**src/clk_route_defs.svh**
```systemverilog
// Constants for the status pin clock divider and routing block
// Operation
// - Channel 7 divides by value plus one
// - Divider acts only for synthesizer sources
// - Pin clock from first or second divider
// - Divider input from either pre-divider path
// - Pre-divider code: off, four, five, reserved
// - Pin B selector: clocks, status, disabled
// - Pin A selector uses same four codes
// - First divider fed by selected pre-divider
// - First divider: off, six, else value+1
// - Reference source bypasses channel 7 divider
`ifndef CLK_ROUTE_DEFS_SVH
`define CLK_ROUTE_DEFS_SVH

`define ADDR_CH7_DIV 8'h2C
`define ADDR_ROUTE_CTRL 8'h2D
`define ADDR_CMOS_DIV_A 8'h2E
`define ADDR_AUX_CTRL 8'h30
`define ADDR_CMOS_DIV_B 8'h31
`define ADDR_STATE 8'h32

`define CH7_DIV_RST 8'h05
`define ROUTE_CTRL_RST 8'h0A
`define CMOS_DIV_A_RST 8'h00
`define AUX_CTRL_RST 8'h00
`define CMOS_DIV_B_RST 8'h00

`define PRE_SEL_HI 5
`define PRE_SEL_LO 4
`define PIN_B_SEL_HI 3
`define PIN_B_SEL_LO 2
`define PIN_A_SEL_HI 1
`define PIN_A_SEL_LO 0
`define AUX_CH7_SRC_HI 1
`define AUX_CH7_SRC_LO 0
`define AUX_PRE_PATH 2

`define PRE_RATIO_FOUR 9'h004
`define PRE_RATIO_FIVE 9'h005
`define CMOS_MIN_RATIO 9'h006
`define CMOS_MIN_VALUE 8'h06
`define RATIO_OFF 9'h000
`define DIV_OFF_VALUE 8'h00
`define SYNC_WIDTH 2

`endif

```
**src/clk_route_pkg.sv**
```systemverilog
// Types for the status pin clock divider and routing block
package clk_route_pkg;

    typedef enum logic [1:0] {
        PIN_SRC_DIV_A,
        PIN_SRC_DIV_B,
        PIN_SRC_STATUS,
        PIN_SRC_OFF
    } pin_src_t;

    typedef enum logic [1:0] {
        PRE_OFF,
        PRE_DIV_FOUR,
        PRE_DIV_FIVE,
        PRE_RESERVED
    } pre_sel_t;

    typedef enum logic [1:0] {
        CH7_SRC_MAIN,
        CH7_SRC_SECOND,
        CH7_SRC_REF_PRI,
        CH7_SRC_REF_SEC
    } ch7_src_t;

endpackage

```
**src/sync_2ff.sv**
```systemverilog
// Two flip-flop synchroniser for asynchronous level inputs
module sync_2ff #(
    parameter int WIDTH = 2
) (
    // Clock and reset
    input wire logic clk_sys_in,
    input wire logic reset_in,
    // Levels
    input wire logic [WIDTH-1:0] async_in,
    output logic [WIDTH-1:0] sync_out
);

    logic [WIDTH-1:0] meta_reg;
    logic [WIDTH-1:0] sync_reg;

    always_ff @(posedge clk_sys_in or posedge reset_in) begin
        if (reset_in) begin
            meta_reg <= '0;
            sync_reg <= '0;
        end else begin
            meta_reg <= async_in;
            sync_reg <= meta_reg;
        end
    end

    assign sync_out = sync_reg;

endmodule // sync_2ff

```
**src/tick_divider.sv**
```systemverilog
// Tick divider: one output pulse for every ratio input ticks
module tick_divider (
    // Clock and reset
    input wire logic clk_sys_in,
    input wire logic reset_in,
    // Control
    input wire logic clear_in,
    input wire logic [8:0] ratio_in,
    // Ticks
    input wire logic tick_in,
    output logic tick_out
);

    logic [7:0] count_reg;
    logic [7:0] count_next;
    logic tick_reg;
    logic enabled;
    logic at_last;

    // A ratio of zero stops the divider and clears the count
    assign enabled = (ratio_in != 9'h000);
    assign at_last = ({1'b0, count_reg} == (ratio_in - 9'h001));
    assign count_next = (clear_in || !enabled) ? 8'h00 :
                        !tick_in ? count_reg :
                        at_last ? 8'h00 : count_reg + 8'h01;

    always_ff @(posedge clk_sys_in or posedge reset_in) begin
        if (reset_in) begin
            count_reg <= 8'h00;
            tick_reg <= 1'b0;
        end else begin
            count_reg <= count_next;
            tick_reg <= enabled && !clear_in && tick_in && at_last;
        end
    end

    assign tick_out = tick_reg;

endmodule // tick_divider

```
**src/clk_route_top.sv**
```systemverilog
// Channel 7 divider and status pin clock routing with register port
`include "clk_route_defs.svh"

module clk_route_top
    import clk_route_pkg::*;
(
    // Clock and reset
    input wire logic clk_sys_in,
    input wire logic reset_in,
    // Register port
    input wire logic [7:0] addr_in,
    input wire logic [7:0] wr_data_in,
    input wire logic wr_en_in,
    input wire logic rd_en_in,
    output logic [7:0] rd_data_out,
    // Source clock ticks
    input wire logic main_synth_tick_in,
    input wire logic second_synth_tick_in,
    input wire logic ref_pri_tick_in,
    input wire logic ref_sec_tick_in,
    // Normal status signals from pins
    input wire logic status_a_in,
    input wire logic status_b_in,
    // Channel 7 clock
    output logic ch7_tick_out,
    // Status pins
    output logic status_pin_a_out,
    output logic status_pin_a_en_out,
    output logic status_pin_b_out,
    output logic status_pin_b_en_out
);

    // Registers
    logic [7:0] ch7_div_reg;
    logic [7:0] route_ctrl_reg;
    logic [7:0] cmos_div_a_reg;
    logic [7:0] aux_ctrl_reg;
    logic [7:0] cmos_div_b_reg;
    logic [7:0] rd_data_reg;
    logic ch7_tick_reg;
    logic pin_a_reg;
    logic pin_a_en_reg;
    logic pin_b_reg;
    logic pin_b_en_reg;

    // Decode
    logic wr_ch7;
    logic wr_route;
    logic wr_div_a;
    logic wr_aux;
    logic wr_div_b;
    logic [7:0] rd_data_next;
    logic [7:0] state_word;

    // Fields
    pre_sel_t cmos_prediv_sel;
    pin_src_t status_pin_a_src_sel;
    pin_src_t status_pin_b_src_sel;
    ch7_src_t ch7_source_sel;
    logic pre_path_second;

    // Datapath
    logic [8:0] ch7_ratio;
    logic [8:0] pre_ratio;
    logic [8:0] div_a_ratio;
    logic [8:0] div_b_ratio;
    logic ch7_from_synth;
    logic ch7_synth_tick;
    logic ch7_div_tick;
    logic ch7_ref_tick;
    logic ch7_tick_next;
    logic pre_main_tick;
    logic pre_second_tick;
    logic pre_tick;
    logic div_a_tick;
    logic div_b_tick;
    logic [1:0] status_sync;
    logic pin_a_next;
    logic pin_b_next;

    assign wr_ch7 = wr_en_in && (addr_in == `ADDR_CH7_DIV);
    assign wr_route = wr_en_in && (addr_in == `ADDR_ROUTE_CTRL);
    assign wr_div_a = wr_en_in && (addr_in == `ADDR_CMOS_DIV_A);
    assign wr_aux = wr_en_in && (addr_in == `ADDR_AUX_CTRL);
    assign wr_div_b = wr_en_in && (addr_in == `ADDR_CMOS_DIV_B);

    assign cmos_prediv_sel =
        pre_sel_t'(route_ctrl_reg[`PRE_SEL_HI:`PRE_SEL_LO]);
    assign status_pin_b_src_sel =
        pin_src_t'(route_ctrl_reg[`PIN_B_SEL_HI:`PIN_B_SEL_LO]);
    assign status_pin_a_src_sel =
        pin_src_t'(route_ctrl_reg[`PIN_A_SEL_HI:`PIN_A_SEL_LO]);
    assign ch7_source_sel =
        ch7_src_t'(aux_ctrl_reg[`AUX_CH7_SRC_HI:`AUX_CH7_SRC_LO]);
    assign pre_path_second = aux_ctrl_reg[`AUX_PRE_PATH];

    always_ff @(posedge clk_sys_in or posedge reset_in) begin
        if (reset_in) begin
            ch7_div_reg <= `CH7_DIV_RST;
            route_ctrl_reg <= `ROUTE_CTRL_RST;
            cmos_div_a_reg <= `CMOS_DIV_A_RST;
            aux_ctrl_reg <= `AUX_CTRL_RST;
            cmos_div_b_reg <= `CMOS_DIV_B_RST;
        end else begin
            if (wr_ch7) ch7_div_reg <= wr_data_in;
            if (wr_route) route_ctrl_reg <= wr_data_in;
            if (wr_div_a) cmos_div_a_reg <= wr_data_in;
            if (wr_aux) aux_ctrl_reg <= wr_data_in;
            if (wr_div_b) cmos_div_b_reg <= wr_data_in;
        end
    end

    // Read side: state word shows live routing, unmapped reads give zero
    assign state_word = {4'h0, ch7_from_synth, pre_ratio != `RATIO_OFF,
                         pin_b_reg, pin_a_reg};
    assign rd_data_next = !rd_en_in ? 8'h00 :
        (addr_in == `ADDR_CH7_DIV) ? ch7_div_reg :
        (addr_in == `ADDR_ROUTE_CTRL) ? route_ctrl_reg :
        (addr_in == `ADDR_CMOS_DIV_A) ? cmos_div_a_reg :
        (addr_in == `ADDR_AUX_CTRL) ? aux_ctrl_reg :
        (addr_in == `ADDR_CMOS_DIV_B) ? cmos_div_b_reg :
        (addr_in == `ADDR_STATE) ? state_word : 8'h00;

    always_ff @(posedge clk_sys_in or posedge reset_in) begin
        if (reset_in) begin
            rd_data_reg <= 8'h00;
        end else begin
            rd_data_reg <= rd_data_next;
        end
    end

    // Channel 7 path
    assign ch7_ratio = {1'b0, ch7_div_reg} + 9'h001;
    assign ch7_from_synth = (ch7_source_sel == CH7_SRC_MAIN) ||
                            (ch7_source_sel == CH7_SRC_SECOND);
    assign ch7_synth_tick = (ch7_source_sel == CH7_SRC_SECOND) ?
                            second_synth_tick_in : main_synth_tick_in;
    assign ch7_ref_tick = (ch7_source_sel == CH7_SRC_REF_SEC) ?
                          ref_sec_tick_in : ref_pri_tick_in;
    // A reference source skips the divider entirely
    assign ch7_tick_next = ch7_from_synth ? ch7_div_tick :
                           ch7_ref_tick;

    tick_divider u_ch7_div (
        .clk_sys_in(clk_sys_in),
        .reset_in(reset_in),
        .clear_in(wr_ch7 || wr_aux || !ch7_from_synth),
        .ratio_in(ch7_ratio),
        .tick_in(ch7_synth_tick),
        .tick_out(ch7_div_tick)
    );

    // Pre-divider ratio; the reserved code stops the clock like disabled
    assign pre_ratio = (cmos_prediv_sel == PRE_DIV_FOUR) ? `PRE_RATIO_FOUR :
                       (cmos_prediv_sel == PRE_DIV_FIVE) ? `PRE_RATIO_FIVE :
                       `RATIO_OFF;

    tick_divider u_pre_main (
        .clk_sys_in(clk_sys_in),
        .reset_in(reset_in),
        .clear_in(wr_route),
        .ratio_in(pre_ratio),
        .tick_in(main_synth_tick_in),
        .tick_out(pre_main_tick)
    );

    tick_divider u_pre_second (
        .clk_sys_in(clk_sys_in),
        .reset_in(reset_in),
        .clear_in(wr_route),
        .ratio_in(pre_ratio),
        .tick_in(second_synth_tick_in),
        .tick_out(pre_second_tick)
    );

    assign pre_tick = pre_path_second ? pre_second_tick :
                      pre_main_tick;

    // Small settings are clamped to six to keep the CMOS output in range
    function automatic logic [8:0] cmos_ratio(input logic [7:0] value);
        if (value == `DIV_OFF_VALUE) begin
            cmos_ratio = `RATIO_OFF;
        end else if (value < `CMOS_MIN_VALUE) begin
            cmos_ratio = `CMOS_MIN_RATIO;
        end else begin
            cmos_ratio = {1'b0, value} + 9'h001;
        end
    endfunction

    assign div_a_ratio = cmos_ratio(cmos_div_a_reg);
    assign div_b_ratio = cmos_ratio(cmos_div_b_reg);

    tick_divider u_cmos_div_a (
        .clk_sys_in(clk_sys_in),
        .reset_in(reset_in),
        .clear_in(wr_div_a),
        .ratio_in(div_a_ratio),
        .tick_in(pre_tick),
        .tick_out(div_a_tick)
    );

    tick_divider u_cmos_div_b (
        .clk_sys_in(clk_sys_in),
        .reset_in(reset_in),
        .clear_in(wr_div_b),
        .ratio_in(div_b_ratio),
        .tick_in(pre_tick),
        .tick_out(div_b_tick)
    );

    sync_2ff #(
        .WIDTH(`SYNC_WIDTH)
    ) u_status_sync (
        .clk_sys_in(clk_sys_in),
        .reset_in(reset_in),
        .async_in({status_b_in, status_a_in}),
        .sync_out(status_sync)
    );

    // Pin multiplexers
    function automatic logic pin_mux(input pin_src_t sel,
                                     input logic a_tick,
                                     input logic b_tick,
                                     input logic status);
        case (sel)
            PIN_SRC_DIV_A: pin_mux = a_tick;
            PIN_SRC_DIV_B: pin_mux = b_tick;
            PIN_SRC_STATUS: pin_mux = status;
            default: pin_mux = 1'b0;
        endcase
    endfunction

    assign pin_a_next = pin_mux(status_pin_a_src_sel, div_a_tick,
                                div_b_tick, status_sync[0]);
    assign pin_b_next = pin_mux(status_pin_b_src_sel, div_a_tick,
                                div_b_tick, status_sync[1]);

    always_ff @(posedge clk_sys_in or posedge reset_in) begin
        if (reset_in) begin
            ch7_tick_reg <= 1'b0;
            pin_a_reg <= 1'b0;
            pin_a_en_reg <= 1'b0;
            pin_b_reg <= 1'b0;
            pin_b_en_reg <= 1'b0;
        end else begin
            ch7_tick_reg <= ch7_tick_next;
            pin_a_reg <= pin_a_next;
            pin_a_en_reg <= (status_pin_a_src_sel != PIN_SRC_OFF);
            pin_b_reg <= pin_b_next;
            pin_b_en_reg <= (status_pin_b_src_sel != PIN_SRC_OFF);
        end
    end

    assign rd_data_out = rd_data_reg;
    assign ch7_tick_out = ch7_tick_reg;
    assign status_pin_a_out = pin_a_reg;
    assign status_pin_a_en_out = pin_a_en_reg;
    assign status_pin_b_out = pin_b_reg;
    assign status_pin_b_en_out = pin_b_en_reg;

    // Helpers: channel 7 synth ticks and divider A pre-divider ticks seen since the last divided tick
    logic [9:0] ch7_span_reg;
    logic [9:0] div_a_span_reg;

    always_ff @(posedge clk_sys_in or posedge reset_in) begin
        if (reset_in) begin
            ch7_span_reg <= 10'h000;
            div_a_span_reg <= 10'h000;
        end else begin
            // A clearing write drops a tick of its own cycle, as the
            // divider does; route changes leave divider A counting
            if (wr_ch7 || wr_aux || !ch7_from_synth) begin
                ch7_span_reg <= 10'h000;
            end else if (ch7_div_tick) begin
                ch7_span_reg <= {9'h000, ch7_synth_tick};
            end else if (ch7_synth_tick) begin
                ch7_span_reg <= ch7_span_reg + 10'h001;
            end
            if (wr_div_a) begin
                div_a_span_reg <= 10'h000;
            end else if (div_a_tick) begin
                div_a_span_reg <= {9'h000, pre_tick};
            end else if (pre_tick) begin
                div_a_span_reg <= div_a_span_reg + 10'h001;
            end
        end
    end
endmodule // clk_route_top

```
**config.mk**
```make
export PLATFORM = sky130hd
export DESIGN_NAME = clk_route_top
export DESIGN_NICKNAME = d
export VERILOG_FILES = /design/src/clk_route_pkg.sv /design/src/sync_2ff.sv /design/src/tick_divider.sv /design/src/clk_route_top.sv
export VERILOG_INCLUDE_DIRS = /design/src
export SDC_FILE = /design/constraint.sdc
export NUM_CORES = 1
export LEC_CHECK = 0
export ABC_AREA = 0
export BUFFER_PORTS_ARGS = -buffer_cell sky130_fd_sc_hd__clkbuf_2
export CORE_ASPECT_RATIO = 0.8
export CORE_UTILIZATION = 60
export DETAILED_ROUTE_END_ITERATION = 10
export PLACE_DENSITY_LB_ADDON = 0.25
export SYNTH_ARGS = -nofsm -noshare
export SYNTH_HDL_FRONTEND = slang
export SYNTH_SLANG_ARGS = --single-unit
```
**constraint.sdc**
```tcl
create_clock -name clk_sys_in -period 4.9 [get_ports clk_sys_in]
set_clock_uncertainty 0.15 [all_clocks]
set_input_delay 0.98 -clock clk_sys_in [delete_from_list [all_inputs] [get_ports clk_sys_in]]
set_output_delay 0.98 -clock clk_sys_in [all_outputs]
set_load 0.03 [all_outputs]
```
==> results.toml <==
[floorplanning]
die_height_microns = 94.6
std_cell_rows = 33
coreArea_sq_um = 10300
die_width_microns = 118
ios = 39
dieArea_sq_um = 11100
initial_core_util = 0.623

[route]
routed_wire_length_per_instance_microns = 17.8
drt-initial-drc-count = 474
detailedRoute.firstPassIterationCount = 6
count_of_antenna_violating_nets_left_after_detailed_routing = 0
routed-via-count = 5684
drc = 0
via_per_inst = 6.44
drt_wl_total_mm = 15.7

[layout]
finish.cell_count_without_fillers = 882
final_net_count = 778
layout.cells.most_common = "dfrtp_1"
antenna-diode-count = 0
area.growth.synth_to_final_pct = 9.57
ratio_of_cells_with_drive_above_1_in_the_final_layout = 0.146
commonest_non_fill_non_tap_cells_in_the_layout = "dfrtp_1 (98), nand2_1 (81), o21ai_0 (65)"
layout_utilization = 0.683

[sta]
timing.final.setup_violations = 0
timing_hold_violations_final = 0
worst_setup_slack_after_layout_ps = 1120
timing.max_slew.rel_slack = 0.325
layout_worst_path_cycle_share = 0.772
worst-slew-pin-transition_ps = 1010
rsz0062_at_grt = "false"
max_freq_mhz = 264
layout_min_cycle_time_ps = 3780
setup_total_negative_slack_ps = 0
maxSlewViolCount = 0

[pwr]
total_power_uw = 2080
seqPwrFrac = 0.456
power.leakage_uw = 0.00305
power_density_nw_per_um2 = 295
vdd_drop_max_mv = 0.297
power.switching_fraction = 0.290
power.clock.fraction = 0.394
p_switching_uw = 602
internal_power_uw = 1480
pwr-share-comb = 0.150

[logic_synthesis]
asyncSetResetFlopFracSynth = 1.00
synth.ff_latch_count = 102
syn-cell-area_sq_um = 6430
synth_nets = 758
yosys-top-cells-area = "dfrtp_1 (38%), mux2_2 (5.4%), o21ai_0 (5.1%)"
postSynthAreaPerCell_sq_um = 8.97
netlist_instances = 717
yosysSeqAreaShare = 0.397
synth-edff-count = 0
netlist-cell-type-count = 66
synth_top_area_cell = "dfrtp_1"
synth_top_area_share = 0.381
yosys_warnings = 0
ys.flop_type = "dfrtp_1"

[clock_tree]
postCtsSetupBuffers = 0
numCtsBuffers = 9
cts_htree_levels = 3
cts.sink_count = 102
postCtsResizedCells = 0
clk_pin_slew_ps = 80
clk-insertion-delay-late_ps = 350
ctsLongestPathBuffers = 2
postCtsHoldBufs = 0
tritoncts = "done"
clockRootBuffer = "clkbuf_16"

[critical_path]
cp.arrival_ps = 3790
cp-end-kind = "flip-flop"
worst_setup_path_start_kind = "flip-flop"
worst-path-max-fanout = 13
crit_type = "flip-flop to flip-flop"
cp_data_required_time_ps = 4910

[outcome]
run_status = "finished, final reports clean"

[placement]
number_of_placed_cells_counting_well_taps = 866
dp.final_hpwl_mm = 11.2
dp_slack_ps = 914
gpl.final_weighted_congestion = 0.914
io_buffer_count = 38

[hold_path]
holdCritPathClass = "flip-flop to flip-flop"

[global_routing]
number_of_antenna_violations_at_the_first_check_in_global_routing = 0
grt_pass1_vias = 5335
gr-total-overflow = 0
grt_first_pass_wirelength_mm = 26.3
grt_start_max_net_pins = 84
grt_util_all_layers = 0.297

[run]
max_cap_viol_count = 0
==> area by class of cell <==
class,count,area (sq um)
Clock inverter,7,116
Timing Repair Buffer,42,220
Tap cell,140,175
Sequential cell,102,2560
Multi-Input combinational cell,551,3640
Fill cell,810,3270
Clock buffer,9,225
Inverter,31,119
==> path summary, 6_finish.rpt <==
kind / to / from / slack (ps) / depth (start not counted)
max in group asynchronous: u_cmos_div_a.count_reg[7] / reset_in / 3040 / 3
worst max-delay path: u_cmos_div_b.tick_out / cmos_div_b_reg[5] / 1120 / 9
worst min register to register: u_status_sync.sync_out[0] / u_status_sync.meta_reg[0] / 210 / 0
worst max register to register: u_cmos_div_b.tick_out / cmos_div_b_reg[5] / 1120 / 9
worst min-delay path: u_status_sync.sync_out[0] / u_status_sync.meta_reg[0] / 210 / 0
min in group asynchronous: u_cmos_div_b.count_reg[2] / reset_in / 700 / 2
==> stage by stage <==
step | area [sq um] | hold WS (ps)
final | 7050 | 205
after detailed placement | 6710 | 190
after floorplan | 6430 | 181
after CTS | 7050 | 208
after global routing | 7050 | 212
after global placement | 6710 | 182
==> power groups by stage <==
stage / Clock [uW] / Sequential (uW) / Combinational, uW
after floorplan: 0 / 930 / 252
after global placement: 0 / 958 / 293
after detailed placement: 0 / 960 / 305
after CTS: 825 / 943 / 310
after global routing: 857 / 952 / 348
final: 819 / 947 / 312
==> Yosys cell counts (all sizes together), types with 5 or more instances <==
| cell | n |
|---|---|
| a21oi | 15 |
| inv | 31 |
| nor2b | 9 |
| or3 | 10 |
| and2 | 5 |
| nor3b | 8 |
| nand2 | 81 |
| mux2 | 31 |
| o21a | 9 |
| buf | 5 |
| o21ai | 65 |
| xor2 | 16 |
| nand2b | 11 |
| xnor2 | 31 |
| o22ai | 5 |
| and3 | 12 |
| nand3b | 7 |
| a211o | 5 |
| clkbuf | 28 |
| ha | 15 |
| a31oi | 15 |
| nand4 | 10 |
| nand3 | 38 |
| nor2 | 50 |
| nor4 | 8 |
| dfrtp | 98 |
| nor3 | 10 |
| mux2i | 18 |
==> kinds of logic (layout without fill, tap and decap cells) <==
logic type / after synthesis / in the layout / share of synthesized area
AO/OA/AOI/OAI: 166 / 166 / 0.173
XOR/XNOR: 47 / 47 / 0.0640
adder cells (fa/ha/maj): 15 / 15 / 0.0292
buffers and inverters: 64 / 89 / 0.0373
flip-flops: 102 / 102 / 0.397
multiplexers: 49 / 49 / 0.0822
AND/OR/NAND/NOR: 274 / 274 / 0.216
==> critical path, stage by stage (launching register included) <==
cell and delay, ps:
dfrtp_1 520, or3_1 460, o21ai_0 340, ha_1 260, xor2_1 340, xor2_1 180
a21oi_1 60, nor4_1 310, nand4_1 190, nor4b_1 770
==> metal layers <==
metal / vias up / part of all wire / GRT usage / wire [microns]
li1: 2638 / - / - / -
met1: 2744 / 0.44 / 0.406 / 6850
met2: 269 / 0.47 / 0.486 / 7320
met3: 33 / 0.078 / 0.0483 / 1220
met4: 0 / 0.019 / 0.0983 / 306
met5: - / 0 / 0 / 0
Note: power is estimated with default switching activity, not from simulation.
